`src/core/smc_pkg.sv`:
```
`default_nettype none
// Shared constants for the supply monitor control block
package smc_pkg;
   // Bus geometry
   localparam int unsigned SMC_ADDR_W = 16;
   localparam int unsigned SMC_DATA_W = 32;
   localparam int unsigned SMC_REG_W = 8;
   localparam int unsigned SMC_CHANS = 2;

   // Register indices; the byte address is four times the index
   localparam logic [SMC_ADDR_W-1:0] SMC_CTRL_IDX = 16'h0FC7;
   localparam logic [SMC_ADDR_W-1:0] SMC_STAT_IDX = 16'h0FC8;
   localparam logic [SMC_ADDR_W-1:0] SMC_CTRL_ADDR = 16'h3F1C;
   localparam logic [SMC_ADDR_W-1:0] SMC_STAT_ADDR = 16'h3F20;

   // Control register field positions
   localparam int unsigned SMC_C1_EN_BIT = 0;
   localparam int unsigned SMC_C1_MOD_BIT = 1;
   localparam int unsigned SMC_C2_EN_BIT = 2;
   localparam int unsigned SMC_C2_MOD_BIT = 3;
   localparam int unsigned SMC_SPARE_LO_BIT = 4;
   localparam int unsigned SMC_SPARE_HI_BIT = 5;

   // Writable bits (5:0); bits 7:6 always read zero
   localparam logic [SMC_REG_W-1:0] SMC_CTRL_WMASK = 8'h3F;
   localparam logic [SMC_REG_W-1:0] SMC_CTRL_RESET = 8'h00;

   // Status register field positions
   localparam int unsigned SMC_ST_BELOW_LSB = 0;
   localparam int unsigned SMC_ST_RST_LSB = 2;

   // Synchroniser depth for comparator levels
   localparam int unsigned SMC_SYNC_STAGES = 2;
endpackage
`default_nettype wire

```
`src/core/smc_sync.sv`:
```
`default_nettype none
// Two flop level synchroniser, one lane per bit
module smc_sync #(
   parameter int unsigned WIDTH = 2
) (
   input wire logic pclk,
   input wire logic presetn,
   input wire logic [WIDTH-1:0] async_in,
   output logic [WIDTH-1:0] sync_out
);
   // First stage; only the second stage may look at it
   logic [WIDTH-1:0] meta_q;

   // Both stages clear on reset to a constant
   always_ff @(posedge pclk or negedge presetn) begin
      if (!presetn) begin
         meta_q <= '0;
         sync_out <= '0;
      end else begin
         meta_q <= async_in;
         sync_out <= meta_q;
      end
   end
endmodule
`default_nettype wire

```
`src/core/smc_top.sv`:
```
`default_nettype none
// Behaviour
// - chan2 mode picks interrupt or chan2 reset
// - chan2 enable gates chan2 detection
// - chan1 mode picks interrupt or reset
// - chan1 enable gates chan1 detection
// - control cleared only by presetn
// - bits 7 and 6 read zero
// - bit map: c2 mode, c2 en, c1 mode, c1 en
// - reset held while supply stays low
// - enabling while low responds at once
module smc_top
   import smc_pkg::*;
#(
   parameter int unsigned ADDR_W = SMC_ADDR_W
) (
   input wire logic pclk,
   input wire logic presetn,
   input wire logic psel,
   input wire logic penable,
   input wire logic pwrite,
   input wire logic [ADDR_W-1:0] paddr,
   input wire logic [SMC_DATA_W-1:0] pwdata,
   input wire logic [3:0] pstrb,
   output logic [SMC_DATA_W-1:0] prdata,
   output logic pready,
   output logic pslverr,
   input wire logic [SMC_CHANS-1:0] chan_below_threshold,
   output logic low_supply_irq,
   output logic chan1_detect_reset,
   output logic chan2_detect_reset
);

   // Control register; only presetn clears it, so a detect reset
   // raised here never wipes the setting that caused it
   logic [SMC_REG_W-1:0] supply_monitor_control_q;

   // Synchronised comparator levels
   logic [SMC_CHANS-1:0] below_sync;

   // Per channel enable and mode, unpacked from the register
   logic [SMC_CHANS-1:0] chan_monitor_enable;
   logic [SMC_CHANS-1:0] chan_response_select;

   // Per channel qualified conditions
   logic [SMC_CHANS-1:0] irq_cond;
   logic [SMC_CHANS-1:0] rst_cond;

   // Previous interrupt condition, for the rising edge
   logic [SMC_CHANS-1:0] irq_cond_q;

   // Detect reset levels, registered
   logic [SMC_CHANS-1:0] rst_q;

   // APB decode helpers
   logic access; // Access phase of a selected transfer
   logic hit_ctrl; // Address matches the control word
   logic hit_stat; // Address matches the status word
   logic commit; // Edge on which the transfer completes
   // Load strobe for read data, one cycle ahead of pready
   logic rd_load;
   // Control write that lands on this edge
   logic wr_ctrl;
   // Read data ahead of its output flop
   logic [SMC_DATA_W-1:0] rdata_d;

   // Comparator outputs are asynchronous to pclk. Two stages keep a
   // level caught mid-change from reaching the response logic; the
   // price is two cycles of extra latency on every detection.
   smc_sync #(
      .WIDTH(SMC_CHANS)
   ) u_sync (
      .pclk(pclk),
      .presetn(presetn),
      .async_in(chan_below_threshold),
      .sync_out(below_sync)
   );

   // Field unpack; index 0 is channel 1, index 1 is channel 2
   // Bits 5:4 are stored and feed only the read mux
   always_comb begin
      chan_monitor_enable[0] = supply_monitor_control_q[SMC_C1_EN_BIT];
      chan_monitor_enable[1] = supply_monitor_control_q[SMC_C2_EN_BIT];
      chan_response_select[0] =
         supply_monitor_control_q[SMC_C1_MOD_BIT];
      chan_response_select[1] =
         supply_monitor_control_q[SMC_C2_MOD_BIT];
   end

   // Channel qualification, one lane per channel. The comparators
   // have no hysteresis, so near the threshold these conditions can
   // toggle often; nothing here filters that.
   for (genvar ch = 0; ch < SMC_CHANS; ch++) begin : g_chan
      // Disabled channel produces neither response
      // Interrupt mode: mode bit low
      assign irq_cond[ch] = chan_monitor_enable[ch] & below_sync[ch]
         & ~chan_response_select[ch];
      // Reset mode: mode bit high
      assign rst_cond[ch] = chan_monitor_enable[ch] & below_sync[ch]
         & chan_response_select[ch];
   end

   // Detect reset follows the level for as long as it lasts.
   // It is not stretched: it drops three edges after the supply recovers,
   // or on the next edge after software clears the enable or the mode.
   always_ff @(posedge pclk or negedge presetn) begin
      if (!presetn) begin
         rst_q <= '0;
      end else begin
         rst_q <= rst_cond;
      end
   end

   // Drive reset outputs from their flops; plain wiring, no gates,
   // so each output is a flop output in all but name
   always_comb begin
      chan1_detect_reset = rst_q[0];
      chan2_detect_reset = rst_q[1];
   end

   // Track the interrupt condition for edge detection.
   // Cleared on reset, so a channel already low after reset still
   // shows as a new edge once it is enabled.
   always_ff @(posedge pclk or negedge presetn) begin
      if (!presetn) begin
         irq_cond_q <= '0;
      end else begin
         irq_cond_q <= irq_cond;
      end
   end

   // Shared interrupt: one pulse when any channel newly qualifies.
   // Enabling a channel that is already low counts as a new edge,
   // so the request comes out without waiting for another crossing.
   // Limitation: channels qualifying in the same cycle merge into
   // one pulse; software reads the status word to tell them apart.
   always_ff @(posedge pclk or negedge presetn) begin
      if (!presetn) begin
         low_supply_irq <= 1'b0;
      end else begin
         low_supply_irq <= |(irq_cond & ~irq_cond_q);
      end
   end

   // APB decode
   // Full address compare, so no alias of a register exists
   always_comb begin
      access = psel & penable;
      hit_ctrl = (paddr == SMC_CTRL_ADDR[ADDR_W-1:0]);
      hit_stat = (paddr == SMC_STAT_ADDR[ADDR_W-1:0]);
      // Transfer completes on the edge where pready is seen high
      commit = access & pready;
      // Read data is loaded in the first access cycle only
      rd_load = access & ~pready & ~pwrite;
      // A write with pstrb[0] low is dropped without an error
      wr_ctrl = commit & pwrite & hit_ctrl & pstrb[0];
   end

   // Read mux; reserved and unmapped data read as zero
   // Status word: synced levels in bits 1:0, resets in bits 3:2
   always_comb begin
      rdata_d = '0;
      if (hit_ctrl) begin
         rdata_d[SMC_REG_W-1:0] =
            supply_monitor_control_q & SMC_CTRL_WMASK;
      end else if (hit_stat) begin
         rdata_d[SMC_ST_BELOW_LSB +: SMC_CHANS] = below_sync;
         rdata_d[SMC_ST_RST_LSB +: SMC_CHANS] = rst_q;
      end
   end

   // One wait state per access keeps all outputs registered
   // Trade-off: each access costs a cycle more than a zero-wait
   // slave, but pready, prdata and pslverr all leave from flops
   always_ff @(posedge pclk or negedge presetn) begin
      if (!presetn) begin
         pready <= 1'b0;
      end else begin
         pready <= access & ~pready;
      end
   end

   // Read data captured alongside pready
   // Writes never load it, so the bus shows zero outside reads
   always_ff @(posedge pclk or negedge presetn) begin
      if (!presetn) begin
         prdata <= '0;
      end else if (rd_load) begin
         prdata <= rdata_d;
      end else if (commit) begin
         // Drop stale data once the transfer is over
         prdata <= '0;
      end
   end

   // Unmapped address, or a write to the read-only status word
   // It rises with pready and falls with it
   always_ff @(posedge pclk or negedge presetn) begin
      if (!presetn) begin
         pslverr <= 1'b0;
      end else if (access & ~pready) begin
         // Decided in the first access cycle, shown with pready
         pslverr <= ~(hit_ctrl | (hit_stat & ~pwrite));
      end else begin
         pslverr <= 1'b0;
      end
   end

   // Control register write; byte lane 0 holds the whole field.
   // Bits 5:4 store what is written even though software should
   // only ever write zero there; only the read mux reads them back.
   // A detect reset raised by this block never reaches this flop.
   always_ff @(posedge pclk or negedge presetn) begin
      if (!presetn) begin
         supply_monitor_control_q <= SMC_CTRL_RESET;
      end else if (wr_ctrl) begin
         supply_monitor_control_q <=
            pwdata[SMC_REG_W-1:0] & SMC_CTRL_WMASK;
      end
   end

endmodule
`default_nettype wire

```
`config.mk`:
```
export PLATFORM = sky130hd
export DESIGN_NAME = smc_top
export DESIGN_NICKNAME = d
export VERILOG_FILES = /design/src/core/smc_pkg.sv /design/src/core/smc_sync.sv /design/src/core/smc_top.sv
export SDC_FILE = /design/constraint.sdc
export NUM_CORES = 1
export LEC_CHECK = 0
export BUFFER_PORTS_ARGS = -buffer_cell sky130_fd_sc_hd__buf_2
export CAP_MARGIN = 0
export CELL_PAD_IN_SITES_DETAIL_PLACEMENT = 0
export CELL_PAD_IN_SITES_GLOBAL_PLACEMENT = 1
export CORE_ASPECT_RATIO = 2
export CORE_MARGIN = 2
export CORE_UTILIZATION = 25
export CTS_BUF_LIST = sky130_fd_sc_hd__clkbuf_8
export DETAILED_ROUTE_END_ITERATION = 8
export GPL_ROUTABILITY_DRIVEN = 0
export GPL_TIMING_DRIVEN = 0
export PLACE_DENSITY_LB_ADDON = 0.1
export SETUP_SLACK_MARGIN = 0.15
export SLEW_MARGIN = 20
export SYNTH_ARGS = -nofsm -noshare
export SYNTH_HDL_FRONTEND = slang
export SYNTH_SLANG_ARGS = --single-unit
```
`constraint.sdc`:
```
create_clock -name pclk -period 1.32 [get_ports pclk]
set_input_delay 0.132 -clock pclk [delete_from_list [all_inputs] [get_ports pclk]]
set_output_delay 0.132 -clock pclk [all_outputs]
set_load 0.02 [all_outputs]
```
==> results of run 1 <==
[repair_timing]
item / CTS / global route
resized for setup: 4 / 1
hold buffers: 3 / 0
hold endpoints to repair: 25 / 0
setup endpoints to repair: 12 / 12
setup buffers: 3 / 0
pin swaps: 3 / 1
[placed cells by master (no fill, tap or decap), drive strengths merged]
cell         netlist  routed
and2               4       4
nor4               1       1
a221o              4       4
and3               2       2
nand4b             1       1
nor4b              1       1
and4b              1       1
dfrtp             23      23
o31ai              1       1
nor3               1       1
or4                2       2
a22o               2       2
buf               27      70
a21o               1       1
nor2               3       3
nand2b             1       1
a21oi              1       1
dlygate4sd3        0       3
nand3              3       3
and4bb             1       1
or3                1       1
conb               1      26
inv                2       3
mux2               6       6
nand2              3       3
clkbuf             0       3
[flip-flops by register name, indices dropped and copies added, names as in the netlist]
| signal | cells |
|---|---|
| prdata | 6 |
| supply_monitor_control_q | 6 |
| irq_cond_q | 2 |
| rst_q | 2 |
| u_sync.meta_q | 2 |
| u_sync.sync_out | 2 |
| low_supply_irq | 1 |
| pready | 1 |
| pslverr | 1 |
[worst max-delay path by stage]
stage,endpoint,slack (ns),cells past startpoint
after global routing,supply_monitor_control_q[5],-0.23,4
after detailed placement,supply_monitor_control_q[5],-0.43,6
after global placement,supply_monitor_control_q[5],-0.38,6
final,supply_monitor_control_q[5],-0.19,4
after floorplan,supply_monitor_control_q[0],-0.22,4
after CTS,supply_monitor_control_q[5],-0.20,4
[cell families after synthesis]
family	Yosys count	share of synthesized area (%)
AOI/OAI and AO/OA	9	6.87
buffers and inverters	29	18.9
DFF	23	50.9
muxes	6	7.97
other	1	0.332
and+or+nand+nor	25	14.9
[cell type report]
cell class | instances | share of cell area [%]
tap | 54 | 4.11
inverter | 2 | 0.608
buffer | 27 | 12.5
clock buffer | 3 | 2.51
clock inverter | 1 | 0.228
sequential | 23 | 35.1
multi-input combinational | 66 | 29.6
timing repair buffer | 46 | 15.4
[worst max-delay path, stage by stage, from the launching register on]
cell and delay, ns:
dfrtp_2 0.38, nand3_2 0.05, or4_4 0.51, buf_6 0.16, mux2_4 0.30
[cells in the mapped netlist]
cell / n
and4b_1: 1
a22o_1: 2
a221o_1: 4
nor4_1: 1
mux2_4: 6
a21o_1: 1
inv_1: 2
and2_1: 4
nor4b_2: 1
nand2b_1: 1
o31ai_1: 1
nand3_2: 1
nand2_1: 3
nor2_1: 3
or3_1: 1
and3_1: 2
conb_1: 1
and4bb_2: 1
or4_4: 1
nor3_1: 1
buf_6: 1
dfrtp_1: 23
a21oi_1: 1
or4_1: 1
buf_4: 26
nand3_1: 2
nand4b_1: 1
[layer usage]
layer  part of all wire, %  vias to the layer above  global-route usage [%]
li1                      -                      423                       -
met1                    35                      404                    10.9
met2                    56                       44                    19.7
met3                   7.6                        2                    1.82
met4                   1.1                        0                    5.47
met5                     0                        -                       0
[power by group]
group	internal, uW	switching, uW	leakage (uW)	total [uW]
clock	207	214	0.0000269	422
combinational	105	130	0.000616	236
sequential	714	4.62	0.000309	718
total	1030	349	0.000952	1380
[stage by stage]
stage	cell area (um^2)	setup TNS, ns	util (%)	std cells	power, uW
after floorplan	1260	-1.32	-	118	878
after global placement	1530	-3.25	35.2	212	946
after detailed placement	1530	-3.52	35.2	212	950
after CTS	1640	-1.23	37.8	222	1390
after global routing	1650	-1.42	37.9	222	1450
final	1650	-1.11	37.9	222	1380
==> summary.txt, run 1 <==
Status: complete, but fails checks
Failing checks: setup timing
CTS Sinks: 23
Max Slew Vio Count: 0
Width of the die: 51.5 um
Reg2reg start: pready
Final Critical Period: 1.51 ns
Cells after Synth: 93
Final hold viol count: 0
Detailed placer's ending HPWL: 2.07 mm
Hold WC Path Type: in -> reg
# rows: 34
Syn_area_per_cell: 12.1 um^2
Final Skew: 0.00323 ns
Total Wirelength: 2.57 mm
Area added between synthesis and finish: 45.6%
Critical path startpoint: pready
Hold path cells: 2
RR Endpoint: supply_monitor_control_q[5]
Worst-Skew Late Latency: 0.26 ns
Post-route ant nets: 0
Full die area: 0.00511 mm^2
Synthesized area: 0.00113 mm^2
Worst setup EP type: register
Fillers: 459
Total number of yosys warnings: 0
Worst ir drop on vdd: 0.656 mV
Yosys top cell area share: 50.9%
Multi-input gate area: 487 um^2
Port Buffers: 40
Largest cells by area after synthesis: dfrtp_1, buf_4, mux2_4
Maxcap violations: 0
First-pass GRT wire length: 4.03 mm
P per Cell Area: 836 mW/mm^2
Slew HR: 65.9%
Cell taking the most area after synthesis: dfrtp_1
# IOs: 96
1st-pass router iterations: 4
Yosys cell types: 27
Setup WS pre-CTS: -0.433 ns
Clock Path Buffers: 2
Iter 0 DRT Violations: 3
Hold path endpoint: supply_monitor_control_q[0]
RSZ-0062 raised after global routing: yes
Grt total ovfl: 0
Drt via density: 3.93
Initial antenna violation count: 0
Initial Util: 26.0%
Worst Path Required: 1.47 ns
Gr usage total: 10.7%
Crit path kind: reg -> reg
CP arrival: 1.66 ns
Crit Path Max Fanout: 6
Leak Pwr: 0.000952 uW
Vias in the first global route: 865
Worst-path clk slew: 0.08 ns
CTS tree: yes
F_max: 662 MHz
Clk Tree Root Cell: clkbuf_8
Hold_sp: pwdata[0]
CTS buffer count: 3
Core area: 0.00434 mm^2
Antenna cells: 0
Count of final setup violators: 6
Tightest Pin Transition: 0.512 ns
Tcrit/Tclk final: 114%
Largest net degree at the start of global routing: 24
WL/cell: 11.6 um
Routed via count: 873
Proportion of layout cells with a drive suffix above 1: 53.0%
Final Worst Setup Slack: -0.190 ns
Seq cells post-synth: 23
Setup crit start kind: register
Die Height: 99.1 um
H-tree level count: 1
Final Hold Slack: 0.0930 ns
Residual DRC: 0
R2r setup slk: -0.19 ns
Register Area: 577 um^2
R2R cell count: 4
Nets@finish: 228
Sequential area share after synthesis: 50.9%
Note: power is estimated with default switching activity, not from simulation.
==> inputs of run 2 (changes only) <==
Settings changed: CAP_MARGIN 0 to 20, CORE_UTILIZATION 25 to 24, CTS_BUF_LIST sky130_fd_sc_hd__clkbuf_8 to default.
==> run 2 against run 1 <==
  * The flow still finishes with violations (setup timing)
  * Sequential share of layout area down 0.34 points
  * Wire length down 0.58%
  * Combinational power up 2%
  * Via count up 1.5%
  * Flip-flop and latch count unchanged
  * Critical endpoint is now supply_monitor_control_q[2]
  * Sequential power about the same
  * Design area up 0.99%
  * Critical path depth unchanged
  * Global-route usage down 0.93 points
==> summary.txt, run 2 (synthesis gave the netlist of run 1 again) <==
R2r setup slk: -0.19 ns (about the same)
Multi-input gate area: 483 um^2 (-0.77%)
1st-pass router iterations: 4 (unchanged)
Initial antenna violation count: 0 (unchanged)
Total Wirelength: 2.56 mm (-0.58%)
Final Skew: 0.00200 ns (-0.00123 ns)
Grt total ovfl: 0 (unchanged)
Iter 0 DRT Violations: 18 (+15)
Commonest non-fill, non-tap cells in the layout: buf_2, buf_4, conb_1
Nets@finish: 230 (+0.88%)
H-tree level count: 1 (unchanged)
Most common cell after layout, fill and taps aside: buf_2
Max Slew Vio Count: 0 (unchanged)
Vias in the first global route: 860 (-0.58%)
F_max: 660 MHz (-0.27%)
Die Height: 101 um (+2.0%)
WL/cell: 11.4 um (-1.9%)
Fin util: 36.5% (-1.4 points)
Routed via count: 886 (+1.5%)
Residual DRC: 0 (unchanged)
RR Endpoint: supply_monitor_control_q[2]
Final Worst Setup Slack: -0.194 ns (-0.00402 ns)
Setup TNS: -1.10 ns (+0.0108 ns)
Post-route ant nets: 0 (unchanged)
Post-placement cell count: 213 (+0.47%)
RSZ-0062 raised after global routing: yes
Crit Path Max Fanout: 6 (unchanged)
Status: complete, but fails checks
Final Critical Period: 1.51 ns (+0.00402 ns)
Gr usage total: 9.75% (-0.93 points)
Worst-path clk slew: 0.08 ns (about the same)
Full die area: 0.00531 mm^2 (+3.9%)
Fin cells: 225 (+1.4%)
Hold path cells: 2 (unchanged)
Initial Util: 24.8% (-1.2 points)
Worst ir drop on vdd: 0.577 mV (-12%)
Clk Tree Root Cell: clkbuf_8
P per Cell Area: 834 mW/mm^2 (-0.25%)
Register Area: 577 um^2 (unchanged)
CTS Sinks: 23 (unchanged)
CTS tree: yes
Leak Pwr: 0.000947 uW (-0.50%)
Detailed placer's ending HPWL: 2.09 mm (+1.1%)
Setup WS pre-CTS: -0.428 ns (+0.00489 ns)
Hold WC Path Type: in -> reg
Clock Path Buffers: 2 (unchanged)
Drt via density: 3.94 (+0.14%)
Failing checks: setup timing
Tightest Pin Transition: 0.507 ns (-0.00488 ns)
Port Buffers: 40 (unchanged)
Setup crit start kind: register
Worst-Skew Late Latency: 0.26 ns (about the same)
# IOs: 96 (unchanged)
# rows: 35 (+2.9%)
Slew HR: 66.2% (+0.33 points)
Core area: 0.00455 mm^2 (+5.0%)
Maxcap violations: 0 (unchanged)
Antenna cells: 0 (unchanged)
Proportion of layout cells with a drive suffix above 1: 54.7% (+1.7 points)
Hold path endpoint: supply_monitor_control_q[5]
R2R cell count: 4 (unchanged)
Largest net degree at the start of global routing: 24 (unchanged)
Fillers: 489 (+6.5%)
Tcrit/Tclk final: 115% (+0.30 points)
Final hold viol count: 0 (unchanged)
Largest registers: prdata x6, supply_monitor_control_q x6
CP arrival: 1.66 ns (about the same)
Reg2reg start: pready
Worst setup EP type: register
Count of final setup violators: 6 (unchanged)
Hold_sp: pwdata[5]
First-pass GRT wire length: 3.89 mm (-3.4%)
Tot Pwr: 1390 uW (+0.74%)
Worst Path Required: 1.47 ns (about the same)
Crit path kind: reg -> reg
Width of the die: 52.5 um (+1.9%)
Area added between synthesis and finish: 47.1%
CTS buffer count: 3 (unchanged)
## run 2: cell types whose count changed in the layout (fill, tap and decap cells not counted), sizes merged
cell	delta
buf	+2
inv	-1
clkinv	+1
## run 2: critical path: stages (launching register included)
cell	delay (ns)
dfrtp_2	0.37
nand3_2	0.06
or4_4	0.51
buf_6	0.16
mux2_4	0.30
## run 2: power by group
group	switching, uW	internal [uW]
logic	130	111
registers	4.25	714
clock network	217	210
total	351	1030
## run 2: final cells by class
cell class,instances,area share [%]
flip-flops and latches,23,34.7
repair buffers,48,16.3
well taps,55,4.14
clock buffers,3,2.48
clock inverters,1,0.301
plain buffers,27,12.4
multi-input cells,66,29.1
inverters,2,0.602
## run 2: per-stage QoR
step	area (um^2)	hold slack, ns
after floorplan	1260	-0.164
after global placement	1530	0.129
after detailed placement	1530	0.135
after CTS	1650	0.0907
after global routing	1660	0.0918
final	1660	0.0958
## run 2: worst max-delay path by stage
stage          cells past startpoint                           to  slack (ns)  startpoint
6_report                           4  supply_monitor_control_q[2]       -0.19      pready
5_1_grt                            4  supply_monitor_control_q[2]       -0.22      pready
4_1_cts                            4  supply_monitor_control_q[2]       -0.20      pready
3_5_place_dp                       6  supply_monitor_control_q[2]       -0.43    paddr[1]
3_3_place_gp                       6  supply_monitor_control_q[4]       -0.42    paddr[1]
2_1_floorplan                      4  supply_monitor_control_q[0]       -0.22      pready
## run 2: what timing repair did
action	in CTS	in global routing
gates resized for setup	5	1
hold endpoints to repair	25	0
pin swaps	7	2
hold buffers	3	0
buffers inserted	4	1
endpoints found under the setup margin	12	13
## run 2: layer usage
layer | track usage (%) | share of wire, % | vias up
met5 | 0 | 0 | -
met4 | 3.55 | 0.74 | 0
met3 | 1.63 | 7.3 | 2
met2 | 18.7 | 59 | 38
met1 | 9.97 | 33 | 421
li1 | - | - | 425
==> inputs of run 3 (changes only) <==
Settings changed: CORE_ASPECT_RATIO 2 to 1.1, CORE_MARGIN 2 to 8.
==> run 3 against run 2 <==
  * Sequential power hardly changed
  * Total power increased by 1.3%
  * Critical endpoint unchanged
  * Utilization fell by 0.068 points
  * Largest power group unchanged
  * The flow still finishes with violations (setup timing)
  * Design area grew 0.53%
==> summary.txt, run 3 (synthesis gave the netlist of run 1 again) <==
Status: complete, but fails checks
Failing checks: setup timing
Worst-path clk slew: 0.08 ns (about the same)
CP arrival: 1.66 ns (about the same)
Core area: 0.00459 mm^2 (+0.71%)
WL/cell: 12.0 um (+5.6%)
Width of the die: 81.4 um (+55%)
Gr usage total: 7.42% (-2.3 points)
CTS tree: yes
Vias in the first global route: 868 (+0.93%)
Total Wirelength: 2.71 mm (+6.1%)
Final Skew: 0.00139 ns (-0.000615 ns)
Tightest Pin Transition: 0.514 ns (+0.00700 ns)
# IOs: 96 (unchanged)
Initial antenna violation count: 0 (unchanged)
Fillers: 477 (-2.5%)
Clk Tree Root Cell: clkbuf_8
Count of final setup violators: 6 (unchanged)
Nets@finish: 230 (unchanged)
Die Height: 88.0 um (-13%)
1st-pass router iterations: 4 (unchanged)
Proportion of layout cells with a drive suffix above 1: 54.1% (-0.59 points)
Crit Path Max Fanout: 6 (unchanged)
Final Hold Slack: 0.0897 ns (-0.00609 ns)
Grt total ovfl: 0 (unchanged)
Port Buffers: 40 (unchanged)
Worst ir drop on vdd: 0.366 mV (-37%)
Worst-Skew Late Latency: 0.26 ns (about the same)
Post-route ant nets: 0 (unchanged)
P per Cell Area: 841 mW/mm^2 (+0.79%)
Largest registers: prdata x6, supply_monitor_control_q x6
Register Area: 577 um^2 (unchanged)
Final hold viol count: 0 (unchanged)
Drt via density: 3.78 (-4.0%)
Clock Path Buffers: 2 (unchanged)
Largest net degree at the start of global routing: 24 (unchanged)
CTS Sinks: 23 (unchanged)
Tot Pwr: 1400 uW (+1.3%)
Detailed placer's ending HPWL: 2.21 mm (+5.6%)
H-tree level count: 1 (unchanged)
CTS buffer count: 3 (unchanged)
First-pass GRT wire length: 4.07 mm (+4.6%)
Worst Path Required: 1.48 ns (about the same)
Commonest non-fill, non-tap cells in the layout: buf_2, buf_4, conb_1
Iter 0 DRT Violations: 4 (-14)
Initial Util: 24.6% (-0.18 points)
Routed via count: 854 (-3.6%)
F_max: 666 MHz (+0.86%)
Most common cell after layout, fill and taps aside: buf_2
Worst setup EP type: register
Leak Pwr: 0.000961 uW (+1.5%)
Fin util: 36.4% (-0.068 points)
Max Slew Vio Count: 0 (unchanged)
# rows: 26 (-26%)
Antenna cells: 0 (unchanged)
Area added between synthesis and finish: 47.8%
Setup crit start kind: register
Hold WC Path Type: in -> reg
Crit path kind: reg -> reg
Setup WS pre-CTS: -0.387 ns (+0.0412 ns)
Final Critical Period: 1.50 ns (-0.0130 ns)
Slew HR: 65.7% (-0.47 points)
Full die area: 0.00716 mm^2 (+35%)
RSZ-0062 raised after global routing: yes
Residual DRC: 0 (unchanged)
Tcrit/Tclk final: 114% (-0.98 points)
Maxcap violations: 0 (unchanged)
Multi-input gate area: 487 um^2 (+0.78%)
Setup TNS: -1.08 ns (+0.0219 ns)
Final Worst Setup Slack: -0.181 ns (+0.0130 ns)
run 3: critical path, stage by stage, from the launching register on:
cell,delay [ns]
dfrtp_2,0.37
nand3_2,0.05
or4_4,0.51
buf_6,0.16
mux2_4,0.29
run 3: what timing repair did:
action                                 in CTS  in global routing
gates cloned                                0                  0
endpoints found under the hold margin      25                  0
hold buffers                                3                  0
buffers inserted                            4                  1
gates resized for setup                     6                  1
setup endpoints to repair                  12                 13
pin swaps                                   8                  2
run 3: area by class of cell:
cell class,count,area share [%]
timing repair buffer,48,16.4
buffer,27,12.4
tap,56,4.19
multi-input combinational,66,29.1
sequential,23,34.5
inverter,2,0.599
clock buffer,3,2.47
clock inverter,1,0.300
run 3: final timing paths:
| path | endpoint | startpoint | cells past startpoint | slack [ns] |
|---|---|---|---|---|
| min reg2reg | u_sync.sync_out[0] | u_sync.meta_q[0] | 0 | 0.36 |
| max in group asynchronous | pready | presetn | 2 | 0.59 |
| min in group asynchronous | prdata[0] | presetn | 2 | 0.36 |
| min | supply_monitor_control_q[4] | pwdata[4] | 2 | 0.09 |
| max | supply_monitor_control_q[2] | pready | 4 | -0.18 |
| max reg2reg | supply_monitor_control_q[2] | pready | 4 | -0.18 |
run 3: through the flow:
stage	std cells	instance area, um^2
finish	226	1670
global placement	214	1530
detailed placement	214	1530
floorplan	118	1260
CTS	225	1660
global route	226	1670
run 3: per-layer routing:
layer  vias to the layer above  routed length (um)  GRT usage, %
met5                         -                   0             0
met1                       384                1010          7.97
met3                         5                 297          2.77
met2                        38                1370          12.7
li1                        427                   -             -
met4                         0                  35          2.93
run 3: where the power goes:
part	switching, uW	internal, uW
Clock	233	211
Combinational	131	111
Sequential	4.63	714
